**src/tiop_pkg.sv**
```systemverilog
// Shared constants and types for the timed I/O port block.
// Assumes one 50 MHz clock and a simple strobe register port.
package tiop_pkg;
   localparam int NPORT = 5;
   localparam int NPIN = 32;
   localparam int NCLKB = 6;
   localparam int CNT_W = 16;
   localparam int CLK_MHZ = 50;
   localparam int REF_MHZ = 100;
   // Reference block divisor: fastest rate one clock allows
   localparam int REF_DIV_DEF = (CLK_MHZ >= REF_MHZ) ? (CLK_MHZ / REF_MHZ) - 1 : 0;
   // Per-port register offsets, port stride 0x20
   localparam logic [9:0] PORT_STRIDE = 10'h020;
   localparam logic [4:0] OFF_CTRL = 5'h00;
   localparam logic [4:0] OFF_DATA = 5'h04;
   localparam logic [4:0] OFF_COND = 5'h08;
   localparam logic [4:0] OFF_TIME = 5'h0C;
   localparam logic [4:0] OFF_COUNT = 5'h10;
   localparam logic [4:0] OFF_STAMP = 5'h14;
   localparam logic [4:0] OFF_STAT = 5'h18;
   // Global registers
   localparam logic [9:0] OFF_LINK = 10'h100;
   localparam logic [9:0] OFF_CLKDIV = 10'h100;
   localparam logic [9:0] OFF_CLKDIV_END = 10'h114;
   // Status fields
   localparam int STAT_FULL = 0;
   localparam int STAT_BUSY = 1;
   // Reset values
   localparam logic [31:0] DATA_RST = 32'h0000_0000;
   localparam logic [7:0] CLKDIV_RST = 8'h00;
   localparam logic [CNT_W-1:0] CNT_RST = 16'h0000;
   localparam logic [31:0] LINK_PINS_DEF = 32'h0000_00F0;

   typedef enum logic [1:0] {
      TIOP_COND_NONE,
      TIOP_COND_EQ,
      TIOP_COND_NE
   } tiop_cond_t;

   typedef struct packed {
      logic [1:0] cond;
      logic [2:0] clk_sel;
      logic timed;
      logic od;
      logic out;
      logic en;
   } tiop_ctrl_t;

   localparam tiop_ctrl_t CTRL_RST = '0;
   localparam int CTRL_W = $bits(tiop_ctrl_t);

   typedef enum logic {
      ST_IDLE,
      ST_SHIFT
   } tiop_state_t;

   // Port widths 1, 4, 8, 16, 32 by index
   function automatic int tiop_width(input int p);
      return (p == 0) ? 1 : (4 << (p - 1));
   endfunction : tiop_width
endpackage : tiop_pkg

```
**src/tiop_clkblk.sv**
```systemverilog
// Programmable clock block: one-cycle tick every DIV+1 clocks.
// Assumes the divisor is static or changed between ticks.
`timescale 1ns/1ps
`default_nettype none
module tiop_clkblk
   import tiop_pkg::*;
(
   input wire logic clk,
   input wire logic rst_b,
   input wire logic [7:0] div,
   output logic tick
);
   logic [7:0] cnt_reg;
   logic [7:0] cnt_next;
   logic tick_reg;
   wire wrap = (cnt_reg >= div);

   assign cnt_next = wrap ? 8'h00 : cnt_reg + 8'h01;
   assign tick = tick_reg;

   always_ff @(posedge clk or negedge rst_b) begin
      if (!rst_b) begin
         cnt_reg <= 8'h00;
         tick_reg <= 1'b0;
      end else begin
         cnt_reg <= cnt_next;
         tick_reg <= wrap;
      end
   end
endmodule : tiop_clkblk
`default_nettype wire

```
**src/tiop_port.sv**
```systemverilog
// Timed I/O port block: five ports sharing 32 pins, six clock blocks.
// Assumes a strobe register port and pins from outside the clock domain.
// Behaviour
// RL1 - Ports of widths 1, 4, 8, 16 and 32 pins over the pins.
// RL2 - A port's pins all share one direction.
// RL3 - Ports drive pins or sample them, optionally waiting for a condition.
// RL4 - Every register access completes in one cycle without wait.
// RL5 - Open-drain option per port: zero pulls low, one leaves undriven.
// RL6 - Data passes through a serializer and a transfer register.
// RL7 - Each port has a 16-bit counter timing transfers.
// RL8 - Counter readable anytime; transfers can wait for a given count.
// RL9 - Counter value captured as timestamp for each transfer.
// RL10 - Enabled link disables the port function on its pins.
// RL11 - Enabled narrower port wins over wider ports on shared pins.
// RL12 - Unshared pins of a wider port stay usable.
// RL13 - Every port keeps its own width regardless of sharing.
// RL14 - Six clock blocks set port rates; blocks one to five are programmable.
// RL15 - Block zero gives the reference clock; others are settable.
// RL16 - Pin events go straight to the scheduler as event pulses.
// RL17 - Counter steps once per port clock edge and wraps.
// RL18 - Timed transfer at counter match; timestamp equals that value. Inputs under 32 pins stamp at their last slice, NS-1 counts later.
`timescale 1ns/1ps
`default_nettype none
module tiop_port
   import tiop_pkg::*;
#(
   parameter int REF_DIV = REF_DIV_DEF,
   parameter logic [31:0] LINK_PINS = LINK_PINS_DEF
)
(
   input wire logic CLK,
   input wire logic RST_B,
   input wire logic [9:0] ADDR,
   input wire logic [31:0] WDATA,
   input wire logic WR,
   input wire logic RD,
   output logic [31:0] RDATA,
   input wire logic [NPIN-1:0] PIN_I,
   output logic [NPIN-1:0] PIN_O,
   output logic [NPIN-1:0] PIN_OE,
   output logic [NPORT-1:0] EVENT
);
   if (REF_DIV < 0 || REF_DIV > 255) begin : g_chk
      $error("REF_DIV out of range");
   end
   if (NCLKB > 8) begin : g_cbchk
      $error("too many clock blocks for the tick vector");
   end

   // Pin synchroniser
   logic [NPIN-1:0] pin_m_reg;
   logic [NPIN-1:0] pin_s_reg;
   always_ff @(posedge CLK or negedge RST_B) begin
      if (!RST_B) begin
         pin_m_reg <= '0;
         pin_s_reg <= '0;
      end else begin
         pin_m_reg <= PIN_I;
         pin_s_reg <= pin_m_reg;
      end
   end

   // Address decode
   wire [2:0] pidx = ADDR[7:5];
   wire [4:0] off = ADDR[4:0];
   wire port_hit = (ADDR[9:8] == 2'b00) && (pidx < 3'(NPORT));
   wire link_hit = (ADDR == OFF_LINK);
   wire div_hit = (ADDR > OFF_CLKDIV) && (ADDR <= OFF_CLKDIV_END) && (ADDR[1:0] == 2'b00);
   wire [2:0] div_idx = 3'((ADDR - OFF_CLKDIV) >> 2);

   // Link enable and clock block divisors
   logic link_reg;
   logic [7:0] div_reg [NCLKB];
   logic [7:0] cb_div [NCLKB];
   logic [7:0] cb_tick;
   wire [NPIN-1:0] link_pin = link_reg ? LINK_PINS : '0;

   always_ff @(posedge CLK or negedge RST_B) begin
      if (!RST_B) begin
         link_reg <= 1'b0;
      end else if (WR && link_hit) begin
         link_reg <= WDATA[0];
      end
   end

   assign cb_tick[7:6] = 2'b00;
   for (genvar k = 0; k < NCLKB; k++) begin : g_cb
      if (k == 0) begin : g_ref
         assign div_reg[k] = 8'(REF_DIV); // RL15
      end else begin : g_prog
         logic [7:0] d_reg;
         always_ff @(posedge CLK or negedge RST_B) begin
            if (!RST_B) begin
               d_reg <= CLKDIV_RST;
            end else if (WR && div_hit && div_idx == 3'(k)) begin
               d_reg <= WDATA[7:0]; // RL15
            end
         end
         assign div_reg[k] = d_reg;
      end
      assign cb_div[k] = div_reg[k];
      tiop_clkblk u_cb (
         .clk(CLK),
         .rst_b(RST_B),
         .div(cb_div[k]),
         .tick(cb_tick[k]) // RL14
      );
   end

   // Per-port state exported for pin muxing and readback
   logic [NPORT-1:0] en_v;
   logic [NPORT-1:0] out_v;
   logic [NPORT-1:0] od_v;
   logic [NPIN-1:0] pv_a [NPORT];
   logic [NPIN-1:0] own_t [NPORT];
   logic [31:0] prd [NPORT];
   logic [NPORT-1:0] ev_v;

   // Pin ownership: link first, then narrowest enabled port
   logic [NPORT-1:0] own [NPIN];
   logic [NPIN-1:0] o_next;
   logic [NPIN-1:0] oe_next;
   for (genvar i = 0; i < NPIN; i++) begin : g_pin
      logic [NPORT-1:0] cov;
      logic [NPORT-1:0] cand;
      logic [NPORT-1:0] pvb;
      for (genvar q = 0; q < NPORT; q++) begin : g_cov
         assign cov[q] = (i < tiop_width(q));
         assign own_t[q][i] = own[i][q];
         assign pvb[q] = pv_a[q][i];
      end
      assign cand = en_v & cov;
      assign own[i] = link_pin[i] ? '0 : (cand & (~cand + 5'h01)); // RL10 RL11 RL12
      wire [NPORT-1:0] drv = own[i] & out_v;
      wire [NPORT-1:0] hi = drv & ~od_v & pvb;
      wire [NPORT-1:0] lo_od = drv & od_v & ~pvb;
      assign o_next[i] = |hi;
      assign oe_next[i] = |(drv & ~od_v) | (|lo_od); // RL5
   end

   always_ff @(posedge CLK or negedge RST_B) begin
      if (!RST_B) begin
         PIN_O <= '0;
         PIN_OE <= '0;
      end else begin
         PIN_O <= o_next;
         PIN_OE <= oe_next;
      end
   end

   // Ports
   for (genvar p = 0; p < NPORT; p++) begin : g_port
      localparam int W = tiop_width(p); // RL1
      localparam int NS = NPIN / W;
      localparam logic [5:0] NS_M1 = 6'(NS - 1);
      localparam logic [31:0] MSK = 32'hFFFF_FFFF >> (NPIN - W);
      if ((NPIN % W) != 0 || NS > 63) begin : g_wchk
         $error("port width does not fit the pins");
      end

      tiop_ctrl_t ctrl_reg;
      tiop_state_t st_reg;
      tiop_state_t st_next;
      logic [31:0] tr_reg;
      logic [31:0] sh_reg;
      logic [31:0] sh_next;
      logic [31:0] pv_reg;
      logic [31:0] cond_reg;
      logic [CNT_W-1:0] time_reg;
      logic [CNT_W-1:0] cnt_reg;
      logic [CNT_W-1:0] stamp_reg;
      logic [5:0] sl_reg;
      logic [5:0] sl_next;
      logic full_reg;
      logic ev_reg;
      logic [31:0] stat_w;

      wire sel = port_hit && (pidx == 3'(p));
      wire wr_ctrl = WR && sel && (off == OFF_CTRL);
      wire wr_data = WR && sel && (off == OFF_DATA) && ctrl_reg.out;
      wire rd_data = RD && sel && (off == OFF_DATA) && !ctrl_reg.out;
      wire tick = cb_tick[ctrl_reg.clk_sel];
      wire run = ctrl_reg.en && tick;
      wire t_ok = !ctrl_reg.timed || (cnt_reg == time_reg); // RL8 RL18
      wire [31:0] pin_in = pin_s_reg & MSK & own_t[p]; // RL13
      wire [31:0] cond_m = cond_reg & MSK;
      wire c_eq = (pin_in == cond_m);
      wire c_ok = (ctrl_reg.cond == TIOP_COND_EQ) ? c_eq :
                  (ctrl_reg.cond == TIOP_COND_NE) ? !c_eq : 1'b1; // RL3
      wire [31:0] sh_in = (sh_reg >> W) | (pin_in << (NPIN - W));
      wire idle = (st_reg == ST_IDLE);
      wire step = run && (st_reg == ST_SHIFT);
      wire last = (sl_reg == 6'h01);
      wire load_out = run && ctrl_reg.out && idle && full_reg && t_ok;
      wire start_in = run && !ctrl_reg.out && idle && !full_reg && t_ok && c_ok;
      wire done_in = (start_in && NS == 1) || (step && !ctrl_reg.out && last);

      // Serializer sequencing
      always_comb begin
         st_next = st_reg;
         sl_next = sl_reg;
         case (st_reg)
            ST_IDLE: begin
               if (load_out || start_in) begin
                  sl_next = NS_M1;
                  if (NS > 1) begin
                     st_next = ST_SHIFT;
                  end
               end
            end
            ST_SHIFT: begin
               if (step) begin
                  sl_next = sl_reg - 6'h01;
                  if (last) begin
                     st_next = ST_IDLE;
                  end
               end
            end
            default: begin
               st_next = ST_IDLE;
            end
         endcase
         if (wr_ctrl) begin
            st_next = ST_IDLE;
         end
      end
      assign sh_next = load_out ? (tr_reg >> W) :
                       (start_in || (step && !ctrl_reg.out)) ? sh_in :
                       step ? (sh_reg >> W) : sh_reg;

      always_ff @(posedge CLK or negedge RST_B) begin
         if (!RST_B) begin
            ctrl_reg <= CTRL_RST;
            cond_reg <= DATA_RST;
            time_reg <= CNT_RST;
         end else if (WR && sel) begin
            if (off == OFF_CTRL) begin
               ctrl_reg <= tiop_ctrl_t'(WDATA[CTRL_W-1:0]); // RL2 RL5
            end
            if (off == OFF_COND) begin
               cond_reg <= WDATA;
            end
            if (off == OFF_TIME) begin
               time_reg <= WDATA[CNT_W-1:0]; // RL8
            end
         end
      end

      always_ff @(posedge CLK or negedge RST_B) begin
         if (!RST_B) begin
            st_reg <= ST_IDLE;
            sl_reg <= 6'h00;
            sh_reg <= DATA_RST;
         end else begin
            st_reg <= st_next;
            sl_reg <= sl_next;
            sh_reg <= sh_next; // RL6
         end
      end

      always_ff @(posedge CLK or negedge RST_B) begin
         if (!RST_B) begin
            cnt_reg <= CNT_RST;
         end else if (run) begin
            cnt_reg <= cnt_reg + 16'h0001; // RL7 RL17
         end
      end

      always_ff @(posedge CLK or negedge RST_B) begin
         if (!RST_B) begin
            pv_reg <= DATA_RST;
         end else if (load_out) begin
            pv_reg <= tr_reg & MSK;
         end else if (step && ctrl_reg.out) begin
            pv_reg <= sh_reg & MSK;
         end
      end

      // Transfer register; CTRL write clear beats hardware set, which beats read clear
      always_ff @(posedge CLK or negedge RST_B) begin
         if (!RST_B) begin
            tr_reg <= DATA_RST;
            full_reg <= 1'b0;
         end else if (wr_ctrl) begin
            full_reg <= 1'b0;
         end else if (wr_data) begin
            tr_reg <= WDATA;
            full_reg <= 1'b1;
         end else if (done_in) begin
            tr_reg <= sh_in; // RL6
            full_reg <= 1'b1;
         end else if (load_out || rd_data) begin
            full_reg <= 1'b0;
         end
      end

      always_ff @(posedge CLK or negedge RST_B) begin
         if (!RST_B) begin
            stamp_reg <= CNT_RST;
            ev_reg <= 1'b0;
         end else begin
            if (load_out || done_in) begin
               stamp_reg <= cnt_reg; // RL9 RL18
            end
            ev_reg <= load_out || done_in; // RL16
         end
      end

      // Status word
      always_comb begin
         stat_w = 32'h0000_0000;
         stat_w[STAT_FULL] = full_reg;
         stat_w[STAT_BUSY] = !idle;
      end

      assign en_v[p] = ctrl_reg.en;
      assign out_v[p] = ctrl_reg.out;
      assign od_v[p] = ctrl_reg.od;
      assign pv_a[p] = pv_reg;
      assign ev_v[p] = ev_reg;
      assign prd[p] = (off == OFF_CTRL) ? 32'(ctrl_reg) :
                      (off == OFF_DATA) ? tr_reg :
                      (off == OFF_COND) ? cond_reg :
                      (off == OFF_TIME) ? 32'(time_reg) :
                      (off == OFF_COUNT) ? 32'(cnt_reg) : // RL8
                      (off == OFF_STAMP) ? 32'(stamp_reg) :
                      (off == OFF_STAT) ? stat_w : 32'h0000_0000;
   end

   assign EVENT = ev_v;

   // Read answer, one cycle after the strobe
   wire [31:0] rd_next = port_hit ? prd[pidx] :
                         link_hit ? 32'(link_reg) :
                         div_hit ? 32'(div_reg[div_idx]) : 32'h0000_0000;
   logic [31:0] rdata_reg;
   always_ff @(posedge CLK or negedge RST_B) begin
      if (!RST_B) begin
         rdata_reg <= 32'h0000_0000;
      end else begin
         rdata_reg <= RD ? rd_next : 32'h0000_0000; // RL4
      end
   end
   assign RDATA = rdata_reg;
endmodule : tiop_port
`default_nettype wire

```
**config.mk**
```make
export PLATFORM = sky130hd
export DESIGN_NAME = tiop_port
export DESIGN_NICKNAME = d
export VERILOG_FILES = /design/src/tiop_pkg.sv /design/src/tiop_clkblk.sv /design/src/tiop_port.sv
export SDC_FILE = /design/constraint.sdc
export NUM_CORES = 2
export LEC_CHECK = 0
export BUFFER_PORTS_ARGS = -buffer_cell sky130_fd_sc_hd__clkbuf_2
export CAP_MARGIN = 5
export CELL_PAD_IN_SITES_DETAIL_PLACEMENT = 1
export CELL_PAD_IN_SITES_GLOBAL_PLACEMENT = 1
export CORE_ASPECT_RATIO = 0.75
export CORE_UTILIZATION = 54
export DETAILED_ROUTE_END_ITERATION = 10
export GPL_TIMING_DRIVEN = 0
export PLACE_DENSITY_LB_ADDON = 0.05
export SLEW_MARGIN = 20
export SYNTH_ARGS = -nofsm -noshare
export SYNTH_HDL_FRONTEND = slang
export SYNTH_SLANG_ARGS = --single-unit
```
**constraint.sdc**
```tcl
create_clock -name CLK -period 8.6 [get_ports CLK]
set_clock_uncertainty 0.1 [all_clocks]
set_input_delay 0.43 -clock CLK [delete_from_list [all_inputs] [get_ports CLK]]
set_output_delay 0.43 -clock CLK [all_outputs]
set_load 0.05 [all_outputs]
```
# --- After elaboration in Yosys (flattened, before gate mapping) ---
# Index checks and enable logic that the tools add are counted.
op_classes:
  muxes: 198
  eq_ne: 51
  add_sub_neg: 22
  mul: 0
  n_bitwise: 256
  div_mod_pow: 0
  reduce_logical: 311
  shift: 0
  order_cmp: 16
op_table:
  columns: ["operator", "n"]
  rows:
  - ["2-to-1 mux 32 bit", 54]
  - ["bitwise AND 5 bit", 165]
  - ["OR reduction 5 bit", 96]
  - ["2-to-1 mux 16 bit", 15]
  - ["NOT 5 bit", 38]
  - ["2-to-1 mux 5 bit", 32]
  - ["logical AND 1 bit", 120]
  - ["binary-select mux 32 bit (select 3 bit)", 1]
  - ["2-to-1 mux 8 bit", 11]
  - ["adder 16 x 1 -> 16 bit, second input constant", 5]
  - ["== test 16 bit", 5]
  - ["2-to-1 mux 6 bit", 10]
  - ["one-hot mux 6 bit (2 select lines)", 5]
  - ["2-to-1 mux 1 bit", 55]
  - ["AND reduction 2 bit", 25]
  - ["adder 8 x 1 -> 8 bit, second input constant", 6]
  - [">= comparator 8 bit", 5]
  - ["bitwise AND 1 x 32 -> 32 bit", 1]
  - ["bitwise AND 16 x 32 -> 32 bit", 1]
  - ["bitwise AND 32 bit", 1]
  - ["bitwise AND 4 x 32 -> 32 bit", 1]
  - ["bitwise AND 8 x 32 -> 32 bit", 1]
  - ["== test 32 x 1 -> 1 bit", 1]
  - ["== test 32 x 16 -> 1 bit", 1]
  - ["other kinds (42)", 199]
word_totals:
  romBits: 0
  mem_count: 0
  ram_bits: 0
  ff_bits: 1225
  latch_bits: 0

# --- Depth between registers and ports, before layout ---
depth:
  depth_word: 14
  ltp_mapped: 13

# --- By module ---
# From an unflattened synthesis, not the netlist that was laid out.
unflattened:
  cells_unflattened: 4925
  area_unflattened_um2: 53684.0
by_module_without_submodules:
  columns: ["module", "cells_per_inst", "area_per_inst_um2", "seq_area_each_um2", "instances"]
  rows:
  - ["tiop_port", 4595, 50200.6, 26825.7, 1]
  - ["tiop_clkblk", 55, 580.6, 225.2, 6]

# --- Least setup slack after synthesis ---
# OpenSTA, ideal clock, no wires.
synth_path:
  path_type: "register to register"
  from: "reg g_port[3].ctrl_reg, in the netlist en_v[3]"
  to: "reg g_port[4].stamp_reg[10]"
  setup_ns: 0.125
  arrival_time_ns: 2.910
  path_stages_with_launch: 13
  path_slack_ns: 5.465
  path_cell_list: "dfrtp_1 -> buf_2 -> nor4b_2 -> buf_2 -> nand2_1 -> xnor2_1 -> a2111oi_0 -> and3_1 -> a211oi_4 -> o31a_1 -> buf_2 -> buf_6 -> mux2_4"
synth_between:
  elab_chain_len: 12
synth_rtl:
  columns: ["item", "line_no", "text"]
  rows:
  - ["from (decl)", "tiop_port.sv:161", "tiop_ctrl_t ctrl_reg;"]
  - ["from (signal assigned)", "tiop_port.sv:238", "ctrl_reg <= tiop_ctrl_t'(WDATA[CTRL_W-1:0]);"]
  - ["NOT 5 bit", "tiop_port.sv:133", "assign own[i] = link_pin[i] ? '0 : (cand & (~cand + 5'h01));"]
  - ["adder 5 x 1 -> 5 bit", "tiop_port.sv:133", null]
  - ["bitwise AND 5 bit", "tiop_port.sv:133", null]
  - ["2-to-1 mux 5 bit", "tiop_port.sv:133", null]
  - ["bitwise AND 32 bit (*)", "tiop_port.sv:185", "wire [31:0] pin_in = pin_s_reg & MSK & own_t[p];"]
  - ["== test 32 bit (*)", "tiop_port.sv:187", "wire c_eq = (pin_in == cond_m);"]
  - ["zero test 1 bit", "tiop_port.sv:189", "(ctrl_reg.cond == TIOP_COND_NE) ? !c_eq : 1'b1;"]
  - ["2-to-1 mux 1 bit", "tiop_port.sv:189", null]
  - ["2-to-1 mux 1 bit (*)", "tiop_port.sv:188", "wire c_ok = (ctrl_reg.cond == TIOP_COND_EQ) ? c_eq :"]
  - ["logical AND 1 bit (*)", "tiop_port.sv:195", "wire start_in = run && !ctrl_reg.out && idle && !full_reg && t_ok && c_ok;"]
  - ["logical OR 1 bit (*)", "tiop_port.sv:196", "wire done_in = (start_in && NS == 1) || (step && !ctrl_reg.out && last);"]
  - ["logical OR 1 bit (*)", "tiop_port.sv:302", "if (load_out || done_in) begin"]
  - ["to (signal assigned)", "tiop_port.sv:303", "stamp_reg <= cnt_reg;"]
  - ["to (decl)", "tiop_port.sv:171", "logic [CNT_W-1:0] stamp_reg;"]
# Mark *: on every way between the ends. The rest lies on a longest branch, timed or not.
# A chain may end at the register's enable or synchronous reset.

# --- Worst setup path after layout ---
layout_path:
  from: "in ADDR[3]"
  to: "reg rdata_reg[0] (netlist: RDATA[0])"
layout_between:
  elab_chain_len: 13
layout_rtl:
  columns: ["item", "line_no", "text"]
  rows:
  - ["from (decl)", "tiop_port.sv:33", "input wire logic [9:0] ADDR,"]
  - ["== test 5 bit", "tiop_port.sv:327", "(off == OFF_STAT) ? stat_w : 32'h0000_0000;"]
  - ["2-to-1 mux 2 bit", "tiop_port.sv:327", null]
  - ["2-to-1 mux 16 bit", "tiop_port.sv:326", "(off == OFF_STAMP) ? 32'(stamp_reg) :"]
  - ["2-to-1 mux 16 bit", "tiop_port.sv:325", "(off == OFF_COUNT) ? 32'(cnt_reg) :"]
  - ["2-to-1 mux 16 bit", "tiop_port.sv:324", "(off == OFF_TIME) ? 32'(time_reg) :"]
  - ["2-to-1 mux 32 bit", "tiop_port.sv:323", "(off == OFF_COND) ? cond_reg :"]
  - ["2-to-1 mux 32 bit", "tiop_port.sv:322", "(off == OFF_DATA) ? tr_reg :"]
  - ["2-to-1 mux 32 bit", "tiop_port.sv:321", "assign prd[p] = (off == OFF_CTRL) ? 32'(ctrl_reg) :"]
  - ["binary-select mux 32 bit (select 3 bit)", "tiop_port.sv:333", "wire [31:0] rd_next = port_hit ? prd[pidx] :"]
  - ["2-to-1 mux 32 bit (not written as such) (2 in series)", "tiop_port.sv:333", null]
  - ["2-to-1 mux 32 bit (*)", "tiop_port.sv:333", null]
  - ["2-to-1 mux 32 bit (*)", "tiop_port.sv:341", "rdata_reg <= RD ? rd_next : 32'h0000_0000;"]
  - ["to (signal assigned)", "tiop_port.sv:341", null]
  - ["to (decl)", "tiop_port.sv:336", "logic [31:0] rdata_reg;"]
# Mark *: on every way between the ends. The rest lies on a longest branch, timed or not. The select of a mux whose other input is x is not followed.

==> qor.yml <==
status: "complete, but fails checks"
violations: "DRC"
routed_wl_um: 233000
vias_per_cell: 6.88
finalCriticalPeriod_ns: 5.63
cts-root-buf: "clkbuf_16"
hp-class: "input pin to flip-flop"
crit_path_start_kind: "input pin"
fillers: 10568
end_kind: "flip-flop"
r2r-end: "PIN_O[3]$_DFF_PN0_"
dr.pass1.iters: 10
crit_type: "input pin to flip-flop"
gp_congestion: 1.07
ys_seq_area_share_pct: 51.6
slew_viol_final: 0
wl_per_cell_um: 34.5
cts_buffers: 110
drtIter0Drc: 6477
cts_tree: "built"
clock_latency_ns: 0.75
io_buffers: 160
crit_fanout: 10
yosys.area_share.xor_xnor_pct: 3.65
grt_pass1_wl_um: 335000
synth_fp_nets: 5131
r2r_slack_ns: 3.43
muxShareOfSynthArea_pct: 15.9
nets: 5455
cts_setup_buffers: 0
hold_end: "RDATA[7]$_DFF_PN0_"
crit_start: "ADDR[3]"
whs_path_depth: 2
finalCritPeriodShare_pct: 65.4
synth-seq-cells: 1118
ios: 179
reg2reg_from: "en_v[4]$_DFFE_PN0P_"
path_clk_slew_ns: 0.06
area_growth_pct: 12.8
p_per_area_nw_per_um2: 184
crit_arrival_ns: 6.10
grtUsageTotal_pct: 45.6
setup-violations-final: 0
grt_pass1_vias: 47127
r2r_cells: 8
worst_pin_slew_ns: 1.41
synth_top_family_by_area: "multiplexers"
design.die.area_um2: 102000
h-tree-depth: 3
clock_sinks: 1118
num_rows: 100
grt_overflow: 0
maxCapViolCount: 0
start_util_pct: 54.5
synthFlopType: "dfrtp_1"
hpwl_um: 169000
avgSynthCellArea_um2: 10.9
hold_start: "RD"
max_freq_mhz: 178
drive_gt1_share_pct: 17.5
core_area_um2: 99300
p_leak_uw: 0.0289
syn-instance-count: 4993
syn_area_um2: 54200
yosys.area_share.simple_pct: 10.2
async_flop_share_pct: 100
worst_ep_required_time_ns: 9.07
ys_warn_count: 0
antenna_found_initial: 14
vias: 46389
synth_compound_area_share_pct: 13.7
grt_start_max_net_pins: 96
vdd_drop_max_mv: 0.155
rsz0062_at_grt: "no"
cts_max_path_buffers: 3
netlist-cell-type-count: 80
finalHoldViolCount: 0
chipHeight_um: 276
synth-adder-area-share_pct: 1.39
die_w_um: 368
max_slew_margin_pct: 6.06
drc: 2
detail-route-antenna-nets: 0
setup_tns_ns: 0
total_power_uw: 11300
synth-edff-count: 0
[power breakdown]
| group | switching (uW) | internal [uW] |
|---|---|---|
| logic | 537 | 201 |
| clock network | 2250 | 2800 |
| registers | 122 | 5360 |
[Yosys cell counts, drive strengths merged (102+ instances only)]
library cell	instances	area, um^2
o21ai	302	1510
inv	102	383
nor2	289	1080
mux2i	235	2350
a22oi	118	891
mux2	507	5740
dfrtp	1118	28000
nand2	466	1750
nand3	122	611
clkbuf	303	1140
a21oi	262	1310
xnor2	137	1200
[critical path: stages]
cell and delay (ns):
clkbuf_2 0.11, nand2b_1 0.14, clkbuf_1 0.37, nor2_2 0.68, buf_6 0.25, clkbuf_1 0.96, clkbuf_1 0.77, buf_2 0.66
a21oi_1 0.17, a31oi_1 0.56, o211ai_1 0.44, a31oi_1 0.52
[what timing repair did]
action	CTS	global route
gates resized for setup	0	0
hold buffers	33	0
endpoints found under the hold margin	95	0
[metrics by stage]
stage	utilization, %	hold WS [ns]	instances	setup slack, ns	cell area (um^2)
global placement	57.0	0.234	6479	-20.71	56600
finish	61.5	0.0538	6746	2.97	61100
CTS	61.5	0.0213	6728	3.77	61100
detailed placement	57.5	0.236	6496	2.94	57100
global route	61.5	0.0418	6731	3.29	61100
floorplan	-	0.0344	4993	5.47	54200
[routing by layer]
| layer | routed length (um) | up-vias | global-route usage, % |
|---|---|---|---|
| li1 | - | 18660 | - |
| met4 | 13900 | 12 | 23.4 |
| met5 | 114 | - | 0 |
| met2 | 96100 | 3024 | 63.0 |
| met1 | 91800 | 23913 | 61.8 |
| met3 | 30900 | 780 | 17.9 |
[cell type report]
cell class	instances	area, um^2	share of cell area, %
clock buffers	161	3220	5.26
repair buffers	212	1560	2.55
plain buffers	397	1580	2.58
well taps	1326	1660	2.71
clock inverters	38	422	0.690
multi-input cells	3376	24300	39.7
diodes	16	40.0	0.0655
inverters	102	383	0.626
flip-flops and latches	1118	28000	45.8
[layout by cell type, fill, tap and decap left out, types with 19 or more instances in the layout]
master            n
dfrtp_1        1118
mux2_2          489
nand2_1         466
clkbuf_1        316
o21ai_0         296
nor2_1          287
a21oi_1         262
mux2i_1         235
clkbuf_2        173
xnor2_1         137
nand3_1         122
a22oi_1         117
clkbuf_16       112
inv_1           102
xor2_1           89
and3_1           75
ha_1             60
buf_1            58
a22o_1           54
a211oi_1         48
o22ai_1          44
nand4_1          43
a31oi_1          36
o41ai_1          36
o221ai_1         35
dlygate4sd3_1    33
nor3_1           31
a222oi_1         30
and2_1           29
buf_2            28
nand2b_1         25
a21o_1           24
clkbuf_8         24
mux4_2           22
nor4_1           22
nand3b_1         20
clkinv_2         20
a32o_1           19
[how the worst max path moves through the flow]
| stage | endpoint | slack [ns] | depth (start not counted) |
|---|---|---|---|
| floorplan | g_port[4].stamp_reg[10]$_DFFE_PN0P_ | 5.47 | 12 |
| global placement | g_cb[5].u_cb.cnt_reg[6]$_DFF_PN0_ | -20.71 | 1 |
| detailed placement | RDATA[2]$_DFF_PN0_ | 2.94 | 10 |
| CTS | RDATA[2]$_DFF_PN0_ | 3.77 | 10 |
| global route | RDATA[0]$_DFF_PN0_ | 3.29 | 12 |
| finish | RDATA[0]$_DFF_PN0_ | 2.97 | 12 |
[cells by family (layout without fill, tap and decap cells)]
| logic type | count (synthesis) | count (layout) |
|---|---|---|
| compound gates | 1129 | 1129 |
| xor+xnor | 226 | 226 |
| fa+ha+maj | 60 | 60 |
| buf+inv | 499 | 910 |
| flops | 1118 | 1118 |
| mux | 764 | 764 |
| other cells | 1 | 17 |
| simple gates | 1196 | 1196 |
(Power assumes the default switching activity.)
